[src/hw/trm_pkg.sv]
package trm_pkg;

  // ==========================================================
  // sizes
  localparam int NUM_LVDS = 8;
  localparam int NUM_MOD = 8;
  localparam int NUM_STROBE = 4;
  localparam int SYNC_STAGES = 2;

  // ==========================================================
  // register indices (byte address is four times the index)
  localparam logic [9:0] IDX_TTL_IN = 10'h050;
  localparam logic [9:0] IDX_TTL_OUT = 10'h052;
  localparam logic [9:0] IDX_STROBE_LO = 10'h058;
  localparam logic [9:0] IDX_STROBE_HI = 10'h05a;
  localparam logic [9:0] IDX_LVDS_BASE = 10'h060; // lines 0..7 at 0x60..0x67

  // ==========================================================
  // writable bit masks, everything else reads zero
  localparam logic [15:0] MASK_TTL_IN = 16'he603;
  localparam logic [15:0] MASK_TTL_OUT = 16'h8877;
  localparam logic [15:0] MASK_STROBE = 16'hf7f7;
  localparam logic [15:0] MASK_LVDS = 16'h8f77;

  // ==========================================================
  // reset values
  localparam logic [15:0] RST_CTL = 16'h0000;

  // ==========================================================
  // common field positions for trigger paths
  localparam int BIT_ENABLE = 15;
  localparam int BIT_THRESH = 14;
  localparam int BIT_TERM = 13;
  localparam int BIT_INVERT = 11;
  localparam int BIT_EDGE_PICK = 10;
  localparam int BIT_LATCH_MODE = 9;
  localparam int BIT_DIRECTION = 8;
  localparam int TYPE_LSB = 4;
  localparam int INDEX_LSB = 0;
  // strobe byte: enable 7, type 6:4, index 2:0
  localparam int STROBE_EN_BIT = 7;

  // ==========================================================
  // source type codes
  localparam logic [2:0] SRC_TTL = 3'h0;
  localparam logic [2:0] SRC_LVDS = 3'h1;
  localparam logic [2:0] SRC_MOD_A = 3'h2;
  localparam logic [2:0] SRC_MOD_B = 3'h3;

endpackage

[src/hw/trm_trigger_matrix.sv]
// Functional notes
// RULE1 - lvds direction bit: 0 input or unused, 1 carrier drives the line
// RULE2 - lvds edge/level bit honoured only for input lines; 0 edge, 1 level
// RULE3 - edge pick bit: 0 rising, 1 falling strobe edge; ignored in level mode
// RULE4 - source type: 000 ttl in, 001 lvds, 010 module A, 011 module B, rest reserved
// RULE5 - index field picks source instance for outputs, strobe number for inputs
// RULE6 - index ignored when source type is the ttl input
// RULE7 - software must set any named source or strobe source as an input
// RULE8 - polarity bit: 0 pass, 1 invert, on every path; the ttl input invert bit 11 is masked off, so that path never inverts
// RULE9 - enable bit must be 1 for a path or strobe to take part
// RULE10 - threshold output follows ttl threshold bit: 0 is 2.5V, 1 is 1.4V
// RULE11 - termination output follows ttl impedance bit: 0 high-z, 1 is 50 ohm
// RULE12 - ttl input edge/level bit always applies: 0 edge, 1 level
// RULE13 - ttl input strobe number used only in edge mode
// RULE14 - ttl output: enable 15, invert 11, type and index, driven from input
// RULE15 - strobe 1 upper byte, strobe 0 lower byte of one register
// RULE16 - strobe 3 upper byte, strobe 2 lower byte of a second register
// RULE17 - level mode passes through, edge mode latches on selected strobe edge
// RULE18 - one conditioned input may drive any number of outputs
// RULE19 - eight lvds lines numbered 0 to 7, each separately configured
// RULE20 - unused and reserved bits ignore writes and read zero
// RULE21 - asynchronous trigger inputs are synchronised before edge detection
//
// The implementer's own choice: register access over APB.
`timescale 1ns/1ns
`default_nettype none
module trm_trigger_matrix
  import trm_pkg::*;
(
  input wire logic clk,
  input wire logic rst_b,
  input wire logic psel,
  input wire logic penable,
  input wire logic pwrite,
  input wire logic [11:0] paddr,
  input wire logic [31:0] pwdata,
  output logic [31:0] prdata,
  output logic pready,
  output logic pslverr,
  input wire logic ttlIn,
  output logic ttlOut,
  output logic thresholdSel,
  output logic terminationSel,
  input wire logic [NUM_LVDS-1:0] lvdsIn,
  output logic [NUM_LVDS-1:0] lvdsOut,
  output logic [NUM_LVDS-1:0] lvdsOe,
  input wire logic [NUM_MOD-1:0] modTrigA,
  input wire logic [NUM_MOD-1:0] modTrigB
);

  // ==========================================================
  // source selection shared by strobes and outputs
  // the ttl type ignores the index, so one selector serves all
  function automatic logic pick_src(
    input logic [2:0] typ,
    input logic [2:0] idx,
    input logic ttl,
    input logic [NUM_LVDS-1:0] lvds,
    input logic [NUM_MOD-1:0] modA,
    input logic [NUM_MOD-1:0] modB
  );
    logic res;
    res = 1'b0;
    case (typ)
      SRC_TTL: res = ttl; // RULE6
      SRC_LVDS: res = lvds[idx];
      SRC_MOD_A: res = modA[idx];
      SRC_MOD_B: res = modB[idx];
      default: res = 1'b0; // RULE4
    endcase
    return res;
  endfunction

  // ==========================================================
  // control registers
  logic [15:0] ttlInCtl;
  logic [15:0] ttlOutCtl;
  logic [15:0] strobeLo;
  logic [15:0] strobeHi;
  // one control word per line, picked by the low index bits
  logic [15:0] lvdsCtl [0:NUM_LVDS-1];

  // ==========================================================
  // ttl control fields, named once for the paths below
  wire ttlInOn = ttlInCtl[BIT_ENABLE];
  wire ttlInLevel = ttlInCtl[BIT_LATCH_MODE];
  wire ttlInFall = ttlInCtl[BIT_EDGE_PICK];
  wire ttlInFlip = ttlInCtl[BIT_INVERT];
  wire [1:0] ttlInStrobe = ttlInCtl[INDEX_LSB +: 2];
  wire ttlOutOn = ttlOutCtl[BIT_ENABLE];
  wire ttlOutFlip = ttlOutCtl[BIT_INVERT];
  wire [2:0] ttlOutType = ttlOutCtl[TYPE_LSB +: 3];
  wire [2:0] ttlOutIndex = ttlOutCtl[INDEX_LSB +: 3];

  // ==========================================================
  // apb decode
  // pure decode; pready answers one cycle after setup
  wire [9:0] regIdx = paddr[11:2];
  wire aligned = (paddr[1:0] == 2'h0);
  wire [9:0] lvdsOff = regIdx - IDX_LVDS_BASE;
  wire hitTtlIn = aligned && (regIdx == IDX_TTL_IN);
  wire hitTtlOut = aligned && (regIdx == IDX_TTL_OUT);
  wire hitStrobeLo = aligned && (regIdx == IDX_STROBE_LO);
  wire hitStrobeHi = aligned && (regIdx == IDX_STROBE_HI);
  wire hitLvds = aligned && (regIdx >= IDX_LVDS_BASE) && (lvdsOff < 10'(NUM_LVDS));
  wire mapped = hitTtlIn | hitTtlOut | hitStrobeLo | hitStrobeHi | hitLvds;
  wire setupPhase = psel & ~penable;
  wire accessDone = psel & penable & pready;
  wire doWrite = accessDone & pwrite & mapped;
  wire [15:0] wrData = pwdata[15:0];
  wire [2:0] lvdsSel = lvdsOff[2:0];
  // read mux, unmapped words read zero
  wire [15:0] readWord = hitTtlIn ? ttlInCtl :
                         hitTtlOut ? ttlOutCtl :
                         hitStrobeLo ? strobeLo :
                         hitStrobeHi ? strobeHi :
                         hitLvds ? lvdsCtl[lvdsSel] : 16'h0000;

  // answer one cycle after setup, data and error captured at setup
  // zero outside the answer keeps stale data off the bus
  always_ff @(posedge clk) begin
    if (!rst_b) begin
      pready <= 1'b0;
      pslverr <= 1'b0;
      prdata <= 32'h00000000;
    end else begin
      pready <= setupPhase;
      pslverr <= setupPhase & ~mapped;
      prdata <= setupPhase ? {16'h0000, readWord} : 32'h00000000; // RULE20
    end
  end

  // register writes, reserved bits masked off
  // writes land only at the access edge, with pready high
  always_ff @(posedge clk) begin
    if (!rst_b) begin
      ttlInCtl <= RST_CTL;
      ttlOutCtl <= RST_CTL;
      strobeLo <= RST_CTL;
      strobeHi <= RST_CTL;
    end else if (doWrite) begin
      if (hitTtlIn) ttlInCtl <= wrData & MASK_TTL_IN; // RULE20
      if (hitTtlOut) ttlOutCtl <= wrData & MASK_TTL_OUT; // RULE14
      if (hitStrobeLo) strobeLo <= wrData & MASK_STROBE; // RULE15
      if (hitStrobeHi) strobeHi <= wrData & MASK_STROBE; // RULE16
    end
  end

  // per-line registers, one word for each lvds line
  always_ff @(posedge clk) begin
    if (!rst_b) begin
      for (int i = 0; i < NUM_LVDS; i++) begin
        lvdsCtl[i] <= RST_CTL;
      end
    end else if (doWrite && hitLvds) begin
      lvdsCtl[lvdsSel] <= wrData & MASK_LVDS; // RULE19
    end
  end

  // ==========================================================
  // input synchronisers
  logic ttlMeta;
  logic ttlSync;
  logic [NUM_LVDS-1:0] lvdsMeta;
  logic [NUM_LVDS-1:0] lvdsSync;
  logic [NUM_MOD-1:0] modAMeta;
  logic [NUM_MOD-1:0] modASync;
  logic [NUM_MOD-1:0] modBMeta;
  logic [NUM_MOD-1:0] modBSync;

  // limitation: pulses shorter than one clock may be missed
  // two flops on every pin; only the second stage feeds logic
  always_ff @(posedge clk) begin
    if (!rst_b) begin
      ttlMeta <= 1'b0;
      ttlSync <= 1'b0;
      lvdsMeta <= '0;
      lvdsSync <= '0;
      modAMeta <= '0;
      modASync <= '0;
      modBMeta <= '0;
      modBSync <= '0;
    end else begin
      ttlMeta <= ttlIn;
      ttlSync <= ttlMeta; // RULE21
      lvdsMeta <= lvdsIn;
      lvdsSync <= lvdsMeta;
      modAMeta <= modTrigA;
      modASync <= modAMeta;
      modBMeta <= modTrigB;
      modBSync <= modBMeta;
    end
  end

  // ==========================================================
  // edge strobes, taken from synchronised raw inputs to avoid feedback
  // a strobe built from a conditioned path would loop through its own latch
  wire [31:0] strobeCfgAll = {strobeHi, strobeLo};
  logic [NUM_STROBE-1:0] strobe;
  logic [NUM_STROBE-1:0] strobePrev;
  wire [NUM_STROBE-1:0] strobeRise = strobe & ~strobePrev;
  wire [NUM_STROBE-1:0] strobeFall = ~strobe & strobePrev;

  genvar k;
  generate
    for (k = 0; k < NUM_STROBE; k++) begin : g_strobe
      wire [7:0] cfg = strobeCfgAll[8*k +: 8]; // RULE15 RULE16
      assign strobe[k] = cfg[STROBE_EN_BIT] &
        pick_src(cfg[TYPE_LSB +: 3], cfg[INDEX_LSB +: 3], ttlSync, lvdsSync, modASync, modBSync); // RULE9
    end
  endgenerate

  // previous strobe level for edge detection
  // enabling a strobe whose source sits high counts as a rise
  always_ff @(posedge clk) begin
    if (!rst_b) begin
      strobePrev <= '0;
    end else begin
      strobePrev <= strobe; // RULE21
    end
  end

  // ==========================================================
  // input conditioning
  logic ttlCond;
  logic [NUM_LVDS-1:0] lvdsCond;

  // ttl input: latch mode always applies, strobe number only in edge mode
  trm_conditioner u_ttl_cond (
    .clk(clk),
    .rst_b(rst_b),
    .sig(ttlSync),
    .active(ttlInOn),
    .levelMode(ttlInLevel), // RULE12
    .fallPick(ttlInFall),
    .strobeIdx(ttlInStrobe), // RULE13
    .invert(ttlInFlip),
    .strobeRise(strobeRise),
    .strobeFall(strobeFall),
    .condOut(ttlCond)
  );

  // lvds lines: the edge/level bit matters only while the line is an input
  genvar i;
  generate
    for (i = 0; i < NUM_LVDS; i++) begin : g_lvds_in
      wire [15:0] c = lvdsCtl[i];
      wire lineIn = ~c[BIT_DIRECTION];
      wire lineOn = c[BIT_ENABLE] & lineIn;
      // an output line never feeds the routing as a conditioned input; strobes still see its level
      trm_conditioner u_cond (
        .clk(clk),
        .rst_b(rst_b),
        .sig(lvdsSync[i]),
        .active(lineOn), // RULE2 RULE9
        .levelMode(c[BIT_LATCH_MODE]),
        .fallPick(c[BIT_EDGE_PICK]),
        .strobeIdx(c[1:0]), // RULE5
        .invert(c[BIT_INVERT]),
        .strobeRise(strobeRise),
        .strobeFall(strobeFall),
        .condOut(lvdsCond[i])
      );
    end
  endgenerate

  // ==========================================================
  // output routing; a conditioned input fans out to every output naming it
  // a line pointed at itself sees its own gated-off input, a constant zero
  logic [NUM_LVDS-1:0] next_lvdsOut;
  logic [NUM_LVDS-1:0] next_lvdsOe;

  generate
    for (i = 0; i < NUM_LVDS; i++) begin : g_lvds_out
      wire [15:0] c = lvdsCtl[i];
      wire lineOutOn = c[BIT_DIRECTION] & c[BIT_ENABLE];
      wire srcBit = pick_src(c[TYPE_LSB +: 3], c[INDEX_LSB +: 3], ttlCond, lvdsCond, modASync, modBSync); // RULE18
      assign next_lvdsOe[i] = c[BIT_DIRECTION]; // RULE1
      assign next_lvdsOut[i] = lineOutOn & (srcBit ^ c[BIT_INVERT]); // RULE8
    end
  endgenerate

  wire ttlSrc = pick_src(ttlOutType, ttlOutIndex,
                         ttlCond, lvdsCond, modASync, modBSync); // RULE14
  wire next_ttlOut = ttlOutOn & (ttlSrc ^ ttlOutFlip);

  // registered pins, so every output comes straight from a flop
  // threshold and termination are plain copies of the ttl input bits
  always_ff @(posedge clk) begin
    if (!rst_b) begin
      lvdsOut <= '0;
      lvdsOe <= '0;
      ttlOut <= 1'b0;
      thresholdSel <= 1'b0;
      terminationSel <= 1'b0;
    end else begin
      lvdsOut <= next_lvdsOut;
      lvdsOe <= next_lvdsOe; // RULE1
      ttlOut <= next_ttlOut; // RULE9
      thresholdSel <= ttlInCtl[BIT_THRESH]; // RULE10
      terminationSel <= ttlInCtl[BIT_TERM]; // RULE11
    end
  end

endmodule
`default_nettype wire

[src/hw/trm_conditioner.sv]
`timescale 1ns/1ns
`default_nettype none
module trm_conditioner
  import trm_pkg::*;
(
  input wire logic clk,
  input wire logic rst_b,
  input wire logic sig,
  input wire logic active,
  input wire logic levelMode,
  input wire logic fallPick,
  input wire logic [1:0] strobeIdx,
  input wire logic invert,
  input wire logic [NUM_STROBE-1:0] strobeRise,
  input wire logic [NUM_STROBE-1:0] strobeFall,
  output logic condOut
);

  // ==========================================================
  // edge capture
  logic latched;
  wire capture = fallPick ? strobeFall[strobeIdx] : strobeRise[strobeIdx]; // RULE3
  wire shaped = (levelMode ? sig : latched) ^ invert; // RULE17 RULE8

  // latch the trigger only on the chosen strobe edge
  always_ff @(posedge clk) begin
    if (!rst_b) begin
      latched <= 1'b0;
    end else if (capture) begin
      latched <= sig; // RULE17
    end
  end

  // disabled or non-input paths stay low
  always_ff @(posedge clk) begin
    if (!rst_b) begin
      condOut <= 1'b0;
    end else begin
      condOut <= active & shaped; // RULE9
    end
  end

endmodule
`default_nettype wire

[config.mk]
export PLATFORM = sky130hd
export DESIGN_NAME = trm_trigger_matrix
export DESIGN_NICKNAME = d
export VERILOG_FILES = /design/src/hw/trm_pkg.sv /design/src/hw/trm_trigger_matrix.sv /design/src/hw/trm_conditioner.sv
export SDC_FILE = /design/constraint.sdc
export NUM_CORES = 1
export LEC_CHECK = 0
export BUFFER_PORTS_ARGS = -buffer_cell sky130_fd_sc_hd__buf_2
export CAP_MARGIN = 20
export CORE_ASPECT_RATIO = 0.75
export CORE_MARGIN = 4
export CORE_UTILIZATION = 25
export DETAILED_ROUTE_END_ITERATION = 8
export SLEW_MARGIN = 40
export SYNTH_ARGS = -nofsm -noshare
export SYNTH_HDL_FRONTEND = slang
export SYNTH_SLANG_ARGS = --single-unit
[constraint.sdc]
create_clock -name clk -period 3.7 [get_ports clk]
set_clock_uncertainty 0.2 [all_clocks]
set_input_delay 0.185 -clock clk [delete_from_list [all_inputs] [get_ports clk]]
set_output_delay 0.185 -clock clk [all_outputs]
set_load 0.01 [all_outputs]
# Yosys cells after proc, flatten, opt, wreduce, memory -nomap -nowiden
# Memories as Yosys holds them, arrays and structs flattened.
# Index checks and enable logic that the tools add are counted.
dict set report totals {
  romBits 0
  regBits 168
  mem_count 1
  ram_bits 88
  latchBits 0
  output_inout_bits 53
}
# name depth word_bits rd rd_clocked_by_memory_dff write_ports line
set memory_table {}
lappend memory_table {lvdsCtl 8 11 9 0 8 trm_trigger_matrix.sv:81} ;# logic [15:0] lvdsCtl [0:NUM_LVDS-1];
dict set report classes {
  n_addsub 1
  mux 157
  order_cmp 24
  eq_ne 43
  n_bitwise 79
  div_mod_pow 0
  n_shift 0
  reduce_logical 27
  n_mul 0
}
# op count
set ops {}
lappend ops {{binary-select mux 1 bit (select 3 bit)} 39}
lappend ops {{2-to-1 mux 1 bit} 80}
lappend ops {{2-to-1 mux 16 bit} 5}
lappend ops {{equality test 3 x 2 -> 1 bit, second input constant} 26}
lappend ops {{< comparator 3 x 4 -> 1 bit, second input constant} 13}
lappend ops {{one-hot mux 1 bit (4 select lines)} 13}
lappend ops {{bitwise AND 1 bit} 44}
lappend ops {{equality test 10 x 7 -> 1 bit, second input constant} 4}
lappend ops {{equality test 3 x 1 -> 1 bit, second input constant} 13}
lappend ops {{logical NOT 3 bit} 13}
lappend ops {{binary-select mux 1 bit (select 2 bit)} 18}
lappend ops {{< comparator 2 x 3 -> 1 bit, second input constant} 9}
lappend ops {{XOR 1 bit} 17}
lappend ops {{2-to-1 mux 11 bit} 1}
lappend ops {{OR reduction 11 bit} 1}
lappend ops {{>= comparator 10 x 7 -> 1 bit, second input constant} 1}
lappend ops {{< comparator 10 x 4 -> 1 bit, second input constant} 1}
lappend ops {{NOT 1 bit} 10}
lappend ops {{AND reduction 2 bit} 5}
lappend ops {{subtractor 10 x 7 -> 10 bit, second input constant} 1}
lappend ops {{bitwise AND 4 bit} 2}
lappend ops {{NOT 4 bit} 2}
lappend ops {{logical AND 1 bit} 7}
lappend ops {{OR 1 bit} 4}
lappend ops {{2 further kinds} 2}

# Longest topological paths before layout
dict set report logic_depth {
  depth_word 13
  ltp_mapped 10
  mapped_depth_nobuf 9
}

# By module
# Synthesis repeated with hierarchy kept, for this count alone.
dict set report unflattened {
  cells_unflattened 1081
  hier_area_um2 12916.1
}
# mod n_inst area_per_inst_um2 seq_area_each_um2 cells_per_inst
set modules_own_cells {}
lappend modules_own_cells {trm_trigger_matrix 1 11564.8 5305.1 955}
lappend modules_own_cells {trm_conditioner 9 150.1 40.0 14}

# Least setup slack after synthesis
# Ideal clock, no wire load.
dict set report synth_path {
  path_kind {input -> register}
  from {in paddr[7]}
  to {mem lvdsCtl[7][0] (netlist name), enable pin}
  setup_ns 0.394
  required_ns 3.106
  path_buffers 0
  cell_stages 6
  t_arrival_ns 2.082
  path_slack_ns 1.024
  cell_sequence {ha_1 -> nor4b_1 -> and3_1 -> and3_1 -> nand2_1 -> o21ai_0}
}
# item line
set synth_rtl {}
lappend synth_rtl {{start: declaration} trm_trigger_matrix.sv:35} ;# input wire logic [11:0] paddr,
lappend synth_rtl {{end: declaration} trm_trigger_matrix.sv:81}

# Worst setup path in the final report
dict set report layout_path {
  from {reg modASync[6]}
  to {reg u_ttl_cond.latched}
}
dict set report layout_via {
  elab_chain_cells 9
}
# item line
set layout_rtl {}
lappend layout_rtl {{start: declaration} trm_trigger_matrix.sv:167} ;# logic [NUM_MOD-1:0] modASync;
lappend layout_rtl {{start signal: assignment} trm_trigger_matrix.sv:189} ;# modASync <= modAMeta;
lappend layout_rtl {{binary-select mux 1 bit (select 3 bit)} trm_trigger_matrix.sv:67} ;# SRC_MOD_A: res = modA[idx];
lappend layout_rtl {{2-to-1 mux 1 bit (implied by the code)} trm_trigger_matrix.sv:67}
lappend layout_rtl {{one-hot mux 1 bit (4 select lines)} trm_trigger_matrix.sv:64} ;# case (typ)
lappend layout_rtl {{bitwise AND 1 bit} trm_trigger_matrix.sv:208} ;# assign strobe[k] = cfg[STROBE_EN_BIT] &
lappend layout_rtl {{NOT 4 bit} trm_trigger_matrix.sv:202} ;# wire [NUM_STROBE-1:0] strobeFall = ~strobe & strobePrev;
lappend layout_rtl {{bitwise AND 4 bit} trm_trigger_matrix.sv:202}
lappend layout_rtl {{binary-select mux 1 bit (select 2 bit)} trm_conditioner.sv:22} ;# wire capture = fallPick ? strobeFall[strobeIdx] : strobeRise[strobeIdx];
lappend layout_rtl {{2-to-1 mux 1 bit (implied by the code)} trm_conditioner.sv:22}
lappend layout_rtl {{2-to-1 mux 1 bit *} trm_conditioner.sv:22}
lappend layout_rtl {{end signal: assignment} trm_conditioner.sv:30} ;# latched <= sig;
lappend layout_rtl {{end: declaration} trm_conditioner.sv:21} ;# logic latched;
# Mark *: on every way between the ends. The rest lies on a longest branch, timed or not. The select of a mux whose other input is x is not followed.
# A chain may end at the register's enable or synchronous reset.

==> results.py <==
metrics = {
    "pwr": {
        "p_per_area_mw_per_mm2": 389.5,
        "p_leak_uw": 0.005678,
        "total_power_uw": 5967,
        "max-vdd-ir-drop_mv": 0.2728,
    },
    "die": {
        "core.rowCount": 72,
        "pin_count": 127,
        "core_mm2": 0.05153,
        "dieArea_mm2": 0.05587,
        "fp.dieH_um": 205.7,
        "start_util": 0.2529,
        "die_w_um": 271.6,
    },
    "setup_path": {
        "critPathArrivalTime_ps": 3610,
        "cp-end-kind": "flip-flop",
        "worstPathRequired_ps": 3980,
        "critPathLaunchType": "flip-flop",
        "crit_path_max_fanout": 13,
        "path_class": "flip-flop to flip-flop",
    },
    "sta": {
        "rsz0062_at_grt": "false",
        "period_share": 0.8991,
        "holdWs_ps": 55.52,
        "period_needed_ps": 3327,
        "max_slew_margin": 0.4252,
        "worstMarginPinSlew_ps": 860.4,
        "setup_viol": 0,
        "tns_ps": 0,
        "hold_viol_final": 0,
        "drv_slew": 0,
        "clock.fmax_mhz": 300.6,
    },
    "synthesis": {
        "synth_common_cells": "dfxtp_1, and2_1, mux4_2",
        "synth_top_area_cell": "dfxtp_1",
        "synth.ff_latch_count": 239,
        "ys_top_cells_by_area": "dfxtp_1, edfxtp_1, mux4_2",
        "synthCells": 1155,
        "synth_edf_count": 88,
        "ys_types": 69,
        "syn_avg_cell_area_um2": 11.28,
        "async_flop_share": 0,
        "yosysMostFrequentCell": "dfxtp_1",
        "synth_area_mm2": 0.01303,
        "synth.top_cell.area_share": 0.2320,
        "yosys_warnings": 0,
        "synth-seq-area-share": 0.4348,
        "yosys_most_used_dff": "dfxtp_1",
    },
    "finish": {
        "nets": 1312,
        "antenna_cells": 0,
        "areaGrowthSynthToFinish_pct": 17.58,
        "layout-drive-gt1-share": 0.2215,
        "fillers": 5296,
    },
    "global_routing": {
        "grt_start_max_net_pins": 61,
        "track_usage": 0.1496,
        "antenna_found_initial": 0,
        "grt_pass1_vias": 9649,
        "grt_pass1_wl_um": 63630,
        "grt-ovfl-total": 0,
    },
    "hold_path": {
        "worstHoldPathType": "input pin to flip-flop",
    },
    "clocking": {
        "postCtsSetupBuffers": 0,
        "worst_skew_pair.late_latency_ps": 550,
        "cts_tree": "done",
        "clk_pin_slew_worst_paths_ps": 70,
        "cts_max_level": 1,
        "cts-buffers-inserted": 25,
        "clock_path_buffers": 3,
        "clock_sinks": 239,
        "cts_root_buf": "clkbuf_16",
    },
    "route": {
        "wl_per_cell_um": 22.09,
        "drt_iter0_drc": 1096,
        "drc_errors": 0,
        "drt-pass1-iter-count": 6,
        "ant_nets": 0,
        "routed_wl_um": 43260,
        "num_vias": 10090,
        "via_per_inst": 5.152,
    },
    "place": {
        "place.detailed.hpwl_um": 30860,
        "portBuffers": 92,
        "gp_congestion": 0.8908,
    },
    "run_status": {
        "status": "finished clean",
    },
    "job": {
        "maxCapViolCount": 0,
    },
}
cell type report:
cell class                      instances  area (um^2)  area share
Clock buffer                           36        772.0     0.05039
Clock inverter                          9        95.09    0.006207
Inverter                               20        75.07    0.004900
Multi-Input combinational cell        791         6748      0.4404
Sequential cell                       239         5665      0.3698
Tap cell                              703        879.6     0.05741
Timing Repair Buffer                  160         1086     0.07089
worst max-delay path, cell delays in order, from the launching register on:
cell	delay (ps)
dfxtp_1	840
mux4_2	400
nand2_1	60
a311o_1	380
a21oi_1	230
nand2b_1	430
o211ai_1	140
a31oi_1	380
mux2i_1	220
cell families (layout without fill, tap and decap cells):
| logic type | after synthesis | after routing | share of synthesized area |
|---|---|---|---|
| flip-flops | 239 | 239 | 0.4348 |
| XOR/XNOR | 18 | 18 | 0.01210 |
| adder cells (fa/ha/maj) | 1 | 1 | 0.0009601 |
| AND/OR/NAND/NOR | 415 | 415 | 0.1696 |
| AO/OA/AOI/OAI | 136 | 136 | 0.07740 |
| multiplexers | 204 | 204 | 0.2524 |
| buffers and inverters | 141 | 225 | 0.05252 |
| other | 1 | 17 | 0.0002878 |
placed cells by master, fill, tap and decap left out, drive strengths merged, types with 6 or more instances in the layout:
cell type / instances
nor2b: 14
mux4: 98
a22oi: 21
edfxtp: 88
xor2: 10
and3: 15
nand3: 8
o22ai: 6
clkinv: 6
conb: 17
dfxtp: 151
nor2: 92
clkbuf: 36
dlygate4sd3: 46
nor3b: 17
a21oi: 27
inv: 21
nor3: 16
nand2: 74
buf: 114
o21ai: 7
a211oi: 23
mux2i: 93
xnor2: 8
mux2: 13
nand2b: 11
o21a: 6
and2: 141
final timing paths:
check	from	to	slack (ps)	depth (start not counted)
worst max register to register	modASync[6]	u_ttl_cond.latched	370	8
worst min register to register	modBMeta[1]	modBSync[1]	230	1
worst min-delay path	paddr[3]	prdata[1]	60	3
worst max-delay path	modASync[6]	u_ttl_cond.latched	370	8
stage by stage:
step	util	instances	setup slack, ps	cell area, um^2
finish	0.2973	1958	373.2	15320
detailed placement	0.2716	1867	519.1	13990
floorplan	-	1171	1024	13090
global route	0.2973	1958	278.1	15320
CTS	0.2973	1958	516.0	15320
global placement	0.2714	1867	559.9	13990
sequential cells by signal, indices dropped and copies added (netlist names), 4 cells and up:
register and count:
lvdsCtl 88, prdata 15, strobeHi 14, strobeLo 14, g_lvds_in.u_cond.condOut 8, g_lvds_in.u_cond.latched 8, lvdsMeta 8, lvdsOe 8
lvdsOut 8, lvdsSync 8, modAMeta 8, modASync 8, modBMeta 8, modBSync 8, ttlOutCtl 8, ttlInCtl 7
strobePrev 4
routing by layer:
metal | part of all wire | vias to the layer above | routed length (um) | global-route usage
met5 | 0 | - | 0 | 0
met4 | 0.024 | 0 | 1017 | 0.03267
met3 | 0.12 | 74 | 5083 | 0.04360
met2 | 0.42 | 602 | 18240 | 0.2183
met1 | 0.44 | 5053 | 18920 | 0.2190
li1 | - | 4358 | - | -
power by group:
part           total (uW)  internal (uW)  switching, uW  leakage [uW]
sequential           2890           2780            110       0.00217
clock                2660           1540           1120      0.000421
combinational         420            203            218       0.00308
total                5970           4520           1450       0.00568
what timing repair did:
action                                 4_1_cts  5_1_grt
gates resized for setup                      0        0
hold buffers                                46        0
endpoints found under the hold margin      124        0
Power figures use the tool's default switching activity.
